===== src/imcl_pkg.sv =====
// Package with register map, field layout and encodings of the low-source mode control block.
package imcl_pkg;
    localparam int NUM_SRC = 4;
    localparam logic [31:0] SOURCE_MODE_REG_0_ADDR = 32'hffffe000;
    localparam logic [31:0] IRQ_STATUS_ADDR = 32'hffffe100;
    localparam logic [31:0] IRQ_ENABLE_ADDR = 32'hffffe104;
    localparam logic [31:0] IRQ_CLEAR_ADDR = 32'hffffe108;
    localparam logic [31:0] PENDING_ADDR = 32'hffffe10c;
    localparam int BYTE_W = 8;
    localparam int SENSE_LSB = 4;
    localparam int DMA_BIT = 3;
    localparam int LEVEL_LSB = 0;
    localparam logic [7:0] BYTE_MASK = 8'h3f;
    localparam logic [31:0] MODE_RESET = 32'h00000000;
    localparam logic [3:0] IRQ_RESET = 4'h0;
    typedef enum logic [1:0] {
        SENSE_LOW = 2'b00,
        SENSE_HIGH = 2'b01,
        SENSE_FALL = 2'b10,
        SENSE_RISE = 2'b11
    } imcl_sense_t;
endpackage


===== src/imcl_mode_ctrl.sv =====
// Mode control, detection, arbitration and DMA routing for interrupt sources 0 to 3.
//
// What this block does
// - Sensitivity 00 low level, 01 high level, 10 falling, 11 rising edge.
// - DMA-trigger bit 0 means interrupt only, 1 routes events to DMA.
// - Without DMA trigger, 3-bit field is priority; 000 masks the source.
// - With DMA trigger, 3-bit field selects the DMA channel number.
// - One byte per source: sense 5:4, DMA bit 3, field 2:0.
// - All mode fields reset to zero.
// - Level 7 is highest; highest pending level goes to the core.
// - Equal highest levels deliver the lowest source number as vector.
`timescale 1ns/100ps
module imcl_mode_ctrl #(
    parameter int NSRC = imcl_pkg::NUM_SRC
) (
    input wire logic clk,
    input wire logic rstn,
    input wire logic [31:0] addr,
    input wire logic [31:0] wdata,
    input wire logic wr,
    input wire logic rd,
    output logic [31:0] rdata,
    input wire logic [NSRC-1:0] req_in,
    input wire logic [NSRC-1:0] src_ack,
    output logic [2:0] irq_level,
    output logic [5:0] irq_vector,
    output logic irq_valid,
    output logic [7:0] dma_trigger,
    output logic irq
);
    import imcl_pkg::*;

    logic [31:0] mode;
    logic [NSRC-1:0] s1, s2, s3;
    logic [NSRC-1:0] pend;
    logic [NSRC-1:0] pin_q;
    logic [NSRC-1:0] irq_req;
    logic [NSRC-1:0] det;
    logic [NSRC-1:0] ev_stat, ev_en;
    logic [NSRC-1:0] edge_ev;
    logic [2:0] next_level;
    logic [5:0] next_vector;
    logic [7:0] next_dma;

    // Pins come from outside the clock; three stages, change taken when stages two and three agree.
    always_ff @(posedge clk or negedge rstn) begin
        if (!rstn) begin
            s1 <= '0;
            s2 <= '0;
            s3 <= '0;
        end else begin
            s1 <= req_in;
            s2 <= s1;
            s3 <= s2;
        end
    end

    // The agreed pin value moves only when stages two and three match.
    // A single unsettled sample therefore never makes a level or an edge on its own.
    always_ff @(posedge clk or negedge rstn) begin
        if (!rstn) begin
            pin_q <= '0;
        end else begin
            pin_q <= (s2 & s3) | (pin_q & (s2 ^ s3));
        end
    end

    // Per-source decode of the mode byte into a detected event or level.
    genvar g;
    generate
        for (g = 0; g < NSRC; g++) begin : gen_src
            logic [1:0] sense;
            logic hit;
            assign sense = mode[g*BYTE_W+SENSE_LSB +: 2];
            // Edges compare the newly agreed value against the last agreed one.
            always_comb begin
                case (imcl_sense_t'(sense))
                    SENSE_LOW: hit = ~pin_q[g];
                    SENSE_HIGH: hit = pin_q[g];
                    SENSE_FALL: hit = pin_q[g] & ~s2[g] & ~s3[g];
                    SENSE_RISE: hit = ~pin_q[g] & s2[g] & s3[g];
                    default: hit = 1'b0;
                endcase
            end
            assign det[g] = hit;
            assign edge_ev[g] = sense[1] & hit;
        end
    endgenerate

    // Edge events latch until acknowledged; level sources follow the pin directly.
    // A new edge in the acknowledge cycle wins so it is never lost.
    always_ff @(posedge clk or negedge rstn) begin
        if (!rstn) begin
            pend <= '0;
        end else begin
            for (int i = 0; i < NSRC; i++) begin
                if (mode[i*BYTE_W+SENSE_LSB+1]) begin
                    pend[i] <= edge_ev[i] | (pend[i] & ~src_ack[i]);
                end else begin
                    pend[i] <= det[i];
                end
            end
        end
    end

    // Arbitration over interrupt-mode sources; DMA sources instead hold their channel trigger for as long as they pend.
    always_comb begin
        next_level = 3'h0;
        next_vector = 6'h00;
        next_dma = 8'h00;
        irq_req = '0;
        for (int i = NSRC - 1; i >= 0; i--) begin
            if (pend[i] && mode[i*BYTE_W+DMA_BIT]) begin
                next_dma[mode[i*BYTE_W+LEVEL_LSB +: 3]] = 1'b1;
            end else if (pend[i] && mode[i*BYTE_W+LEVEL_LSB +: 3] != 3'h0) begin
                irq_req[i] = 1'b1;
                // Descending scan with >= lets the lower number win a tie.
                if (mode[i*BYTE_W+LEVEL_LSB +: 3] >= next_level) begin
                    next_level = mode[i*BYTE_W+LEVEL_LSB +: 3];
                    next_vector = 6'(i);
                end
            end
        end
    end

    // Arbitration results are registered so the core sees glitch-free values.
    always_ff @(posedge clk or negedge rstn) begin
        if (!rstn) begin
            irq_level <= 3'h0;
            irq_vector <= 6'h00;
            irq_valid <= 1'b0;
            dma_trigger <= 8'h00;
        end else begin
            irq_level <= next_level;
            irq_vector <= next_vector;
            irq_valid <= (next_level != 3'h0);
            dma_trigger <= next_dma;
        end
    end

    // Mode register write; unused top bits of each byte are dropped.
    always_ff @(posedge clk or negedge rstn) begin
        if (!rstn) begin
            mode <= MODE_RESET;
        end else if (wr && addr == SOURCE_MODE_REG_0_ADDR) begin
            mode <= wdata & {4{BYTE_MASK}};
        end
    end

    // Sticky status per source, set by unmasked interrupt requests; set beats clear.
    // Masked and DMA sources stay out of it, so a level-0 source never raises the line.
    always_ff @(posedge clk or negedge rstn) begin
        if (!rstn) begin
            ev_stat <= IRQ_RESET;
        end else begin
            ev_stat <= irq_req | (ev_stat & ~((wr && addr == IRQ_CLEAR_ADDR) ?
                wdata[NSRC-1:0] : '0));
        end
    end

    // Enable register gating the status onto the level interrupt line.
    always_ff @(posedge clk or negedge rstn) begin
        if (!rstn) begin
            ev_en <= IRQ_RESET;
        end else if (wr && addr == IRQ_ENABLE_ADDR) begin
            ev_en <= wdata[NSRC-1:0];
        end
    end

    assign irq = |(ev_stat & ev_en);

    // Read data stand in the cycle after the strobe only; unmapped reads give zero.
    always_ff @(posedge clk or negedge rstn) begin
        if (!rstn) begin
            rdata <= 32'h00000000;
        end else if (rd) begin
            case (addr)
                SOURCE_MODE_REG_0_ADDR: rdata <= mode;
                IRQ_STATUS_ADDR: rdata <= 32'(ev_stat);
                IRQ_ENABLE_ADDR: rdata <= 32'(ev_en);
                PENDING_ADDR: rdata <= {20'h00000, irq_valid, irq_level, 2'h0, irq_vector};
                default: rdata <= 32'h00000000;
            endcase
        end else begin
            rdata <= 32'h00000000;
        end
    end

    // Mode bits survive unchanged when the write has them; top bits never set.
    a_mode_unused_zero: assert property (@(posedge clk) disable iff (!rstn)
        (mode & ~{4{BYTE_MASK}}) == 32'h0)
        else $error("unused mode bits set");
    a_mode_write: assert property (@(posedge clk) disable iff (!rstn)
        wr && addr == SOURCE_MODE_REG_0_ADDR |=> mode == ($past(wdata) & {4{BYTE_MASK}}))
        else $error("mode write not stored");
    a_level_prio: assert property (@(posedge clk) disable iff (!rstn)
        next_level != 3'h0 |=> irq_valid &&
        irq_level == $past(mode[next_vector[1:0]*BYTE_W+LEVEL_LSB +: 3]))
        else $error("level does not match winner");
    a_tie_lowest: assert property (@(posedge clk) disable iff (!rstn)
        irq_valid && irq_vector != 6'h0 |-> !$past(pend[0] && !mode[DMA_BIT] &&
        mode[LEVEL_LSB +: 3] != 3'h0 && mode[LEVEL_LSB +: 3] >= next_level))
        else $error("lower source lost a tie");
    a_masked_quiet: assert property (@(posedge clk) disable iff (!rstn)
        mode == 32'h0 |=> !irq_valid)
        else $error("masked source raised a level");
    a_dma_no_irq: assert property (@(posedge clk) disable iff (!rstn)
        next_level != 3'h0 |=> !$past(mode[next_vector[1:0]*BYTE_W+DMA_BIT]))
        else $error("dma source reported as interrupt");
    a_dma_route: assert property (@(posedge clk) disable iff (!rstn)
        pend[2] && mode[2*BYTE_W+DMA_BIT] |=>
        dma_trigger[$past(mode[2*BYTE_W+LEVEL_LSB +: 3])])
        else $error("dma trigger missing");
    a_high_sense: assert property (@(posedge clk) disable iff (!rstn)
        mode[BYTE_W+SENSE_LSB +: 2] == 2'b01 && pin_q[1] |=> pend[1])
        else $error("high level not detected");
    a_status_sticky: assert property (@(posedge clk) disable iff (!rstn)
        ev_stat[0] && !(wr && addr == IRQ_CLEAR_ADDR) |=> ev_stat[0])
        else $error("status bit lost without a clear");
    a_read_once: assert property (@(posedge clk) disable iff (!rstn)
        !rd |=> rdata == 32'h0)
        else $error("read data outside its cycle");
    c_irq_seen: cover property (@(posedge clk) disable iff (!rstn) irq_valid && irq_level == 3'h7);
    c_dma_seen: cover property (@(posedge clk) disable iff (!rstn) dma_trigger != 8'h0);
    c_irq_out: cover property (@(posedge clk) disable iff (!rstn) irq);
    c_edge_seen: cover property (@(posedge clk) disable iff (!rstn) |edge_ev);
    c_ack_seen: cover property (@(posedge clk) disable iff (!rstn) |(pend & src_ack));
endmodule


===== config.mk =====
export PLATFORM = sky130hd
export DESIGN_NAME = imcl_mode_ctrl
export DESIGN_NICKNAME = d
export VERILOG_FILES = /design/src/imcl_pkg.sv /design/src/imcl_mode_ctrl.sv
export SDC_FILE = /design/constraint.sdc
export NUM_CORES = 1
export LEC_CHECK = 0
export BUFFER_PORTS_ARGS = -buffer_cell sky130_fd_sc_hd__buf_2
export CORE_ASPECT_RATIO = 1.4
export CORE_MARGIN = 3
export CORE_UTILIZATION = 56
export DETAILED_ROUTE_END_ITERATION = 12
export HOLD_SLACK_MARGIN = 0.05
export MAX_ROUTING_LAYER = met4
export PLACE_DENSITY = 0.82
export SLEW_MARGIN = 20
export SYNTH_ARGS = -nofsm -noshare
export SYNTH_HDL_FRONTEND = slang
export SYNTH_SLANG_ARGS = --single-unit

===== constraint.sdc =====
create_clock -name clk -period 7.1 [get_ports clk]
set_clock_uncertainty 0.15 [all_clocks]
set_input_delay 0 -clock clk [delete_from_list [all_inputs] [get_ports clk]]
set_output_delay 0 -clock clk [all_outputs]
set_load 0.02 [all_outputs]

==> reports/results.tsv, run 1 <==
metric	value	unit
cts_root_buf	clkbuf_8	
outcome	finished clean	
die_h	110	um
period_needed	4.94	ns
ys_seq_elements	90	
drv_cap	0	
insertion_delay	0.35	ns
synth_top_family_by_area	simple AND/OR/NAND/NOR gates	
die-area	0.00877	mm2
r2r_start	mode[27]	
synthFlopType	dfrtp_1	
synthCells	367	
critPathKind	register to register	
cts_buffer_depth	2	
clkTransAtPathRegs	0.09	ns
clock-sinks	90	
postCtsHoldBufs	42	
synthSimpleGateAreaFrac	16.3	%
drtAntennaViolNets	0	
antenna_cells	0	
place_congestion	0.853	
synth.distinct_cells	55	
ys_seq_area_share	52.4	%
fin_ws	2.16	ns
leakagePower	2.82	nW
place_hpwl	6710	um
dp.cells	559	
syn_area	0.00430	mm2
slew_viol_final	0	
synth-xor-area-share	0.612	%
worst_r2r_path_depth	19	
tightestPinTransition	0.964	ns
dp_slack	2.30	ns
final_common_cell	buf_2	
route.detailed.drc	0	
crit_path_max_fanout	9	
synthAdderAreaFrac	3.79	%
cts-resized-gates	0	
mostFrequentLayoutCells	buf_2 (105), dfrtp_1 (90), dlygate4sd3_1 (42)	
core	0.00741	mm2
overflow	0	
setup_viol	0	
seq_area	0.00225	mm2
fp.dieW	80.0	um
port_buffers	106	
powerDensity	170	mW/mm2
wl_per_cell	16.4	um
h-tree-depth	3	
multi_input_area	0.00189	mm2
cts_tree	built	
grt_pass1_wl	16400	um
n_fill_cell	527	
async_reset_ff_share	100	%
num_vias	3475	
area_delta_synth_final	27.1	%
viasPerCell	5.63	
wl	10100	um
cp.required	7.21	ns
synthMuxAreaShare	10.3	%
drt_iter0_markers	318	
stdcell_count	617	
max_freq	0.203	GHz
endpoint_kind	register	
cts_buffers	9	
setup_tns	0	ns
dr.pass1.iters	4	
post_cts_buffers	0	
peakVddDrop	0.142	mV
num_rows	37	
fin_crit_sh	69.5	%
gr-usage-all-layers	25.1	%
rsz0062_at_grt	false	
ios	127	
synth.avg_cell_area	11.7	um2
start_util	58.0	%
slew_headroom	35.5	%
grt_pass1_vias	3455	
nets	604	
grt_max_degree	91	
finalHoldViolations	0	
layout-drive-gt1-share	30.8	%
crit_arrival	5.04	ns
synth_compound_gate_area_share	11.8	%
startpoint_type	register	
yosysWarnings	0	
antenna_found_initial	0	
r2r_end	irq_vector[0]	
r2r_slack	2.16	ns
hp-class	input pin to asynchronous set/reset pin	
synth_edf_count	0	
## state kept, by name, summed over array words and instances, names as in the netlist
signal / flops
irq_vector: 2
irq_level: 3
s1: 4
s2: 4
pend: 4
ev_stat: 4
pin_q: 4
s3: 4
dma_trigger: 8
rdata: 24
irq_valid: 1
mode: 24
ev_en: 4
## cell families after synthesis
kind of cell               count (synthesis)
buffers and inverters                     37
xor gates and xnor gates                   3
AOI/OAI and AO/OA                         74
other                                      1
muxes                                     33
and+or+nand+nor                          116
DFF                                       90
adders and majority gates                 13
## worst max-delay path, stage by stage (launching register included)
cell	delay [ns]
dfrtp_1	0.42
nor2b_1	0.22
nand2_1	0.12
ha_1	0.32
nand2_1	0.05
o21ai_1	0.44
a21boi_0	0.25
a21o_1	0.21
ha_1	0.27
nor2b_1	0.11
o21ai_0	0.22
a32o_1	0.27
o21ai_0	0.32
inv_1	0.09
ha_1	0.27
nand2b_1	0.13
a21oi_1	0.15
nor2b_1	0.07
o21ai_1	0.45
a21boi_0	0.30
## synthesized netlist by cell type (3+ instances only)
master	n	area, um2
o211ai_1	4	30.0
o22ai_1	3	18.8
nor2_1	14	52.6
xor2_1	3	26.3
dfrtp_1	90	2250
nand4_1	11	68.8
a21oi_1	13	65.1
mux2_4	20	300
a31oi_1	3	18.8
or3_1	3	18.8
o32ai_1	3	26.3
inv_1	15	56.3
nor2b_1	6	37.5
nand3_1	10	50.1
a32o_1	3	30.0
clkbuf_1	7	26.3
buf_4	12	90.1
a221o_1	3	30.0
mux2_2	10	113
nor3_1	5	25.0
a21o_1	10	75.1
o21ai_0	14	70.1
nand4b_1	8	70.1
nor4b_1	3	26.3
mux2i_1	3	30.0
nand2_1	21	78.8
a22o_1	4	35.0
ha_1	13	163
and2_1	18	113
## through the flow
step                utilization, %  hold slack, ns  instance area (um2)  total power [mW]
floorplan                        -          -0.446                 4340             0.563
global placement              65.5         -0.0420                 4850             0.590
detailed placement            65.5         -0.0387                 4850             0.593
CTS                           73.7          0.0800                 5460             0.931
global route                  73.8           0.112                 5460             0.968
finish                        73.8          0.0956                 5460             0.927
## per-layer routing
| metal | vias to the layer above | track usage (%) | wire length [um] |
|---|---|---|---|
| met2 | 149 | 41.9 | 5350 |
| met1 | 1681 | 29.5 | 3880 |
| met5 | - | - | 0 |
| met3 | 33 | 4.51 | 510 |
| li1 | 1612 | - | - |
| met4 | 0 | 11.5 | 351 |
## area by class of cell
type                            count  share of cell area [%]
Multi-Input combinational cell    251                    34.5
Tap cell                           97                    2.22
Clock inverter                      5                   0.710
Inverter                           15                    1.03
Sequential cell                    90                    41.2
Clock buffer                       11                    2.77
Timing Repair Buffer              148                    17.5
## how the worst max path moves through the flow
| stage | start | endpoint | slack [ns] |
|---|---|---|---|
| after global routing | mode[27] | irq_vector[0] | 1.73 |
| after global placement | mode[27] | irq_vector[1] | 2.57 |
| after CTS | mode[27] | irq_vector[0] | 2.26 |
| final | mode[27] | irq_vector[0] | 2.16 |
| after detailed placement | mode[27] | irq_vector[0] | 2.30 |
| after floorplan | mode[27] | irq_level[0] | 3.03 |
## report_power, final
part           switching [mW]  internal (mW)  total [mW]
Combinational          0.0355         0.0370      0.0724
Clock                   0.179          0.147       0.326
Sequential            0.00795          0.521       0.529
No activity file was read; power rests on OpenSTA's default activity.
==> run 2, diff against run 1 <==
- CORE_UTILIZATION: 56 -> 52
- PLACE_DENSITY: 0.82 -> 0.76
- clock period: 7.1 -> 5.1 ns (I/O delays scaled with it)
==> run 2 against run 1 <==
Compared with the run above:
- critical path depth unchanged
- combinational power up 44%
- count of clock-buffer cells in the layout down 1
- sequential share of layout area is 0.65 points lower
- global-route usage is 1.9 points lower
- power increased by 46%
==> reports/results.tsv, run 2 (synthesis results as in run 1) <==
metric	value	unit	change
setup_tns	0	ns	unchanged
viasPerCell	5.54		was 5.63
place_hpwl	7250	um	was 6710 um
final_common_cell	buf_2		unchanged
post_cts_buffers	0		unchanged
seq_area	0.00225	mm2	unchanged
fp.dieW	82.8	um	was 80.0 um
cts_buffer_depth	2		unchanged
crit_arrival	4.60	ns	was 5.04 ns
crit_path_max_fanout	9		unchanged
min_path_cells	5		
power	1.35	mW	was 927 uW
r2r_slack	0.61	ns	was 2.16 ns
leakagePower	2.86	nW	was 2.82 nW
place_congestion	0.887		was 0.853
die-area	0.00941	mm2	was 0.00877 mm2
internal_power	1.05	mW	was 704 uW
clock-sinks	90		unchanged
setup_viol	0		unchanged
mostFrequentLayoutCells	buf_2 (105), dfrtp_1 (90), dlygate4sd3_1 (44)		was buf_2 (105), dfrtp_1 (90), dlygate4sd3_1 (42)
wl	10400	um	was 10100 um
p_comb_share	7.7	%	was 7.8%
cts_tree	built		unchanged
drv_cap	0		unchanged
slew_viol_final	0		unchanged
drtAntennaViolNets	0		unchanged
h-tree-depth	3		unchanged
dr.pass1.iters	7		was 4
max_freq	0.223	GHz	was 0.203 GHz
num_vias	3460		was 3475
peakVddDrop	0.314	mV	was 0.142 mV
cp.required	5.21	ns	was 7.21 ns
fin_ws	0.614	ns	was 2.16 ns
insertion_delay	0.36	ns	was 0.35 ns
dp_slack	0.338	ns	was 2.30 ns
nets	610		was 604
outcome	finished clean		unchanged
finalHoldViolations	0		unchanged
grt_pass1_wl	17100	um	was 16400 um
min_from	addr[19]		
cts_buffers	9		unchanged
cts_root_buf	clkbuf_8		unchanged
start_util	54.4	%	was 58.0%
grt_pass1_vias	3538		was 3455
multi_input_area	0.00189	mm2	about the same
wl_per_cell	16.7	um	was 16.4 um
ios	127		unchanged
p_seq_share	54.5	%	was 57.0%
num_rows	38		was 37
core	0.00789	mm2	was 0.00741 mm2
startpoint_type	register		unchanged
antenna_cells	0		unchanged
rsz0062_at_grt	false		unchanged
utilization	70.3	%	was 73.8%
r2r_start	mode[27]		unchanged
die_h	114	um	was 110 um
gr-usage-all-layers	23.2	%	was 25.1%
period_needed	4.49	ns	was 4.94 ns
area_delta_synth_final	29.2	%	was 27.1%
hp-class	input pin to register		was input pin to asynchronous set/reset pin
holdWs	0.107	ns	was 0.0956 ns
n_fill_cell	607		was 527
reg_top3	mode: 24 flops, rdata: 24 flops, dma_trigger: 8 flops		unchanged
worst_r2r_path_depth	19		unchanged
p_sw	300	uW	was 223 uW
r2r_end	irq_vector[0]		unchanged
layout-drive-gt1-share	31.2	%	was 30.8%
endpoint_kind	register		unchanged
whs_endpoint	rdata[8]		
antenna_found_initial	0		unchanged
grt_max_degree	49		was 91
clkTransAtPathRegs	0.08	ns	was 0.09 ns
fin_crit_sh	88.0	%	was 69.5%
overflow	0		unchanged
route.detailed.drc	0		unchanged
port_buffers	106		unchanged
tightestPinTransition	1.00	ns	was 0.964 ns
swShare	22.2	%	was 24.0%
slew_headroom	32.8	%	was 35.5%
critPathKind	register to register		unchanged
p_clk_share	37.8	%	was 35.2%
powerDensity	243	mW/mm2	was 170 mW/mm2
drt_iter0_markers	213		was 318
[run 2: what timing repair did]
action                                  in CTS  in global routing
endpoints found under the setup margin       0                  6
endpoints found under the hold margin      106                  0
resized for setup                            0                  2
hold buffers                                45                  0
[run 2: critical path, cell delays in order (launching register included)]
cell	delay (ns)
dfrtp_1	0.42
nor2b_1	0.23
nand2_1	0.12
ha_1	0.32
nand2_1	0.06
o21ai_2	0.29
a21boi_0	0.19
a21o_1	0.19
ha_1	0.26
nor2b_1	0.11
o21ai_0	0.22
a32o_1	0.27
o21ai_0	0.33
inv_1	0.08
ha_1	0.27
nand2b_1	0.14
a21oi_1	0.14
nor2b_1	0.07
o21ai_2	0.27
a21boi_0	0.24
[run 2: worst max path at each step]
stage | depth (start not counted) | slack, ns | start | endpoint
global placement | 19 | 0.52 | mode[27] | irq_level[0]
detailed placement | 19 | 0.34 | mode[27] | irq_vector[0]
finish | 19 | 0.61 | mode[27] | irq_vector[0]
floorplan | 19 | 1.03 | mode[27] | irq_level[0]
CTS | 19 | 0.31 | mode[27] | irq_vector[0]
global route | 19 | 0.12 | mode[27] | irq_vector[0]
[run 2: area by class of cell]
type | instances | share of cell area [%]
Clock buffer | 10 | 2.30
Timing Repair Buffer | 154 | 18.3
Clock inverter | 5 | 1.44
Inverter | 15 | 1.01
Sequential cell | 90 | 40.6
Multi-Input combinational cell | 251 | 34.1
Tap cell | 100 | 2.25
[run 2: through the flow]
step	std cells	cell area, um2
after detailed placement	565	4870
final	625	5550
after global placement	565	4870
after global routing	625	5550
after floorplan	378	4340
after CTS	625	5540
[run 2: routing by layer]
metal,track usage [%],share of wire (%)
met4,9.05,1.7
met5,-,0
met1,26.4,40
met3,4.12,4.6
met2,40.8,54
[run 2: power groups by stage]
stage | clock network, mW | registers (mW) | logic (mW)
floorplan | 0 | 0.747 | 0.0373
global placement | 0 | 0.749 | 0.0737
detailed placement | 0 | 0.750 | 0.0767
CTS | 0.520 | 0.736 | 0.103
global route | 0.552 | 0.739 | 0.115
finish | 0.511 | 0.736 | 0.104
==> run 3, diff against run 2 <==
- RECOVER_POWER: unset -> 50
==> run 3 against run 2 <==
Compared with the run above:
- the run now ends with capacitance limit, slew limit left
- global-route usage stayed put
- register-to-register slack worse by 0.02 ns
- utilization is 0.97 points lower
- maximum frequency is 0.48% lower
- wire length is 0.19% lower
- via count stayed put
- final cell count stayed put
- combinational power hardly changed
- critical path type unchanged
- highest routed layer unchanged
==> reports/results.tsv, run 3 (synthesis results as in run 1) <==
metric	value	unit	change
mostFrequentLayoutCells	dfrtp_1 (90), buf_2 (66), clkbuf_1 (44), dlygate4sd3_1 (44), nand2_1 (21)		was buf_2 (105), dfrtp_1 (90), dlygate4sd3_1 (44)
antenna_found_initial	0		unchanged
cts_root_buf	clkbuf_8		unchanged
violations	capacitance limit, slew limit		
die_h	114	um	unchanged
utilization	69.4	%	was 70.3%
overflow	0		unchanged
dr.pass1.iters	5		was 7
endpoint_kind	register		unchanged
powerDensity	246	mW/mm2	was 243 mW/mm2
max_freq	0.222	GHz	was 0.223 GHz
tightestPinTransition	2.43	ns	was 1.00 ns
fin_crit_sh	88.4	%	was 88.0%
grt_pass1_vias	3538		unchanged
drt_iter0_markers	222		was 213
nets	610		unchanged
grt_pass1_wl	17100	um	unchanged
slew_viol_final	92		was 0
final_common_cell	dfrtp_1		was buf_2
critPathKind	register to register		unchanged
drtAntennaViolNets	0		unchanged
post_cts_buffers	0		unchanged
rsz0062_at_grt	false		unchanged
leakagePower	2.67	nW	was 2.86 nW
gr-usage-all-layers	23.2	%	unchanged
area_delta_synth_final	27.4	%	was 29.2%
fp.dieW	82.8	um	unchanged
antenna_cells	0		unchanged
cp_top_family	compound AO/OA/AOI/OAI gates		unchanged
peakVddDrop	0.315	mV	was 0.314 mV
setup_tns	0	ns	unchanged
crit_chain	nor2b_1, nand2_1, ha_1, nand2_1, o21ai_2, and2_1, a21oi_1, ha_1, a21oi_1, o21ai_0, a32o_1, o21ai_0, inv_1, ha_1, nand2b_1, a21oi_1, nor2b_1, o21ai_2, a21boi_0		was nor2b_1, nand2_1, ha_1, nand2_1, o21ai_2, a21boi_0, a21o_1, ha_1, nor2b_1, o21ai_0, a32o_1, o21ai_0, inv_1, ha_1, nand2b_1, a21oi_1, nor2b_1, o21ai_2, a21boi_0
place_hpwl	7250	um	unchanged
reg_top3	mode: 24 flops, rdata: 24 flops, dma_trigger: 8 flops		unchanged
stdcell_count	625		unchanged
seq_area	0.00225	mm2	unchanged
worst_path_max_delay_cell	dfrtp_1		unchanged
cp.required	5.21	ns	about the same
clock-sinks	90		unchanged
clkTransAtPathRegs	0.08	ns	about the same
n_fill_cell	633		was 607
viasPerCell	5.54		unchanged
crit_path_max_fanout	9		unchanged
ios	127		unchanged
power	1.35	mW	about the same
layout-drive-gt1-share	23.0	%	was 31.2%
num_rows	38		unchanged
critPathBufInv	1		unchanged
setup_viol	0		unchanged
start_util	54.4	%	unchanged
dp.cells	565		unchanged
core	0.00789	mm2	unchanged
insertion_delay	0.35	ns	was 0.36 ns
place_congestion	0.887		unchanged
slew_headroom	-61.7	%	was 32.8%
startpoint_type	register		unchanged
cts_buffer_depth	2		unchanged
route.detailed.drc	0		unchanged
hp-class	input pin to register		unchanged
die-area	0.00941	mm2	unchanged
period_needed	4.51	ns	was 4.49 ns
grt_max_degree	49		unchanged
outcome	complete, but fails checks		was finished clean
port_buffers	106		unchanged
cts_buffers	9		unchanged
h-tree-depth	3		unchanged
wl	10400	um	about the same
drv_cap	2		was 0
crit_arrival	4.61	ns	was 4.60 ns
num_vias	3460		unchanged
cts_tree	built		unchanged
finalHoldViolations	0		unchanged
wl_per_cell	16.6	um	was 16.7 um
multi_input_area	0.00189	mm2	unchanged
max_stage_delay	0.42	ns	about the same
-- run 3: cell types whose count changed in the layout (fill, tap and decap cells not counted), sizes merged --
cell	before	now
buf	110	67
clkbuf	10	53
-- run 3: path summary, 6_finish.rpt --
path	from	end	slack, ns	depth (start not counted)
worst min register to register	s1[3]	s2[3]	0.20	0
worst max register to register	mode[27]	irq_vector[0]	0.59	19
max in group asynchronous	rstn	mode[9]	1.92	4
worst max-delay path	mode[27]	irq_vector[0]	0.59	19
worst min-delay path	addr[27]	rdata[11]	0.11	6
min in group asynchronous	rstn	dma_trigger[2]	1.38	4
-- run 3: repair_timing --
item	in CTS	in global routing
hold buffers	45	0
hold endpoints to repair	106	0
gates resized for setup	0	2
setup endpoints to repair	0	6
-- run 3: power breakdown --
group / switching [mW] / leakage, nW / internal [mW]
logic: 0.0496 / 1.36 / 0.0517
registers: 0.0115 / 1.21 / 0.725
clock network: 0.235 / 0.0984 / 0.273
total: 0.296 / 2.67 / 1.05
-- run 3: worst min-delay path, delay by kind of cell --
family | cells | cell delay, ns
compound gates | 1 | 0.06
buf+inv | 1 | 0.10
simple gates | 4 | 0.41
-- run 3: metrics by stage --
stage	hold slack, ns	setup WS [ns]	area [um2]
after CTS	0.0884	0.308	5540
final	0.110	0.593	5470
after floorplan	-0.446	1.03	4340
after detailed placement	-0.131	0.338	4870
after global placement	-0.138	0.516	4870
after global routing	0.115	0.120	5470
-- run 3: final cells by class --
class                   count  area share, %
clock buffers              10           2.33
well taps                 100           2.29
multi-input cells         251           34.6
clock inverters             5           1.46
repair buffers            154           17.2
flip-flops and latches     90           41.1
inverters                  15           1.03
-- run 3: per-layer routing --
metal  share of wire, %  up-vias  global-route usage (%)  wire length, um
met5                  0        -                       -                0
li1                   -     1631                       -                -
met3                4.6       23                    4.12              483
met2                 55      123                    40.8             5680
met1                 39     1683                    26.4             4050
met4                1.7        0                    9.05              181
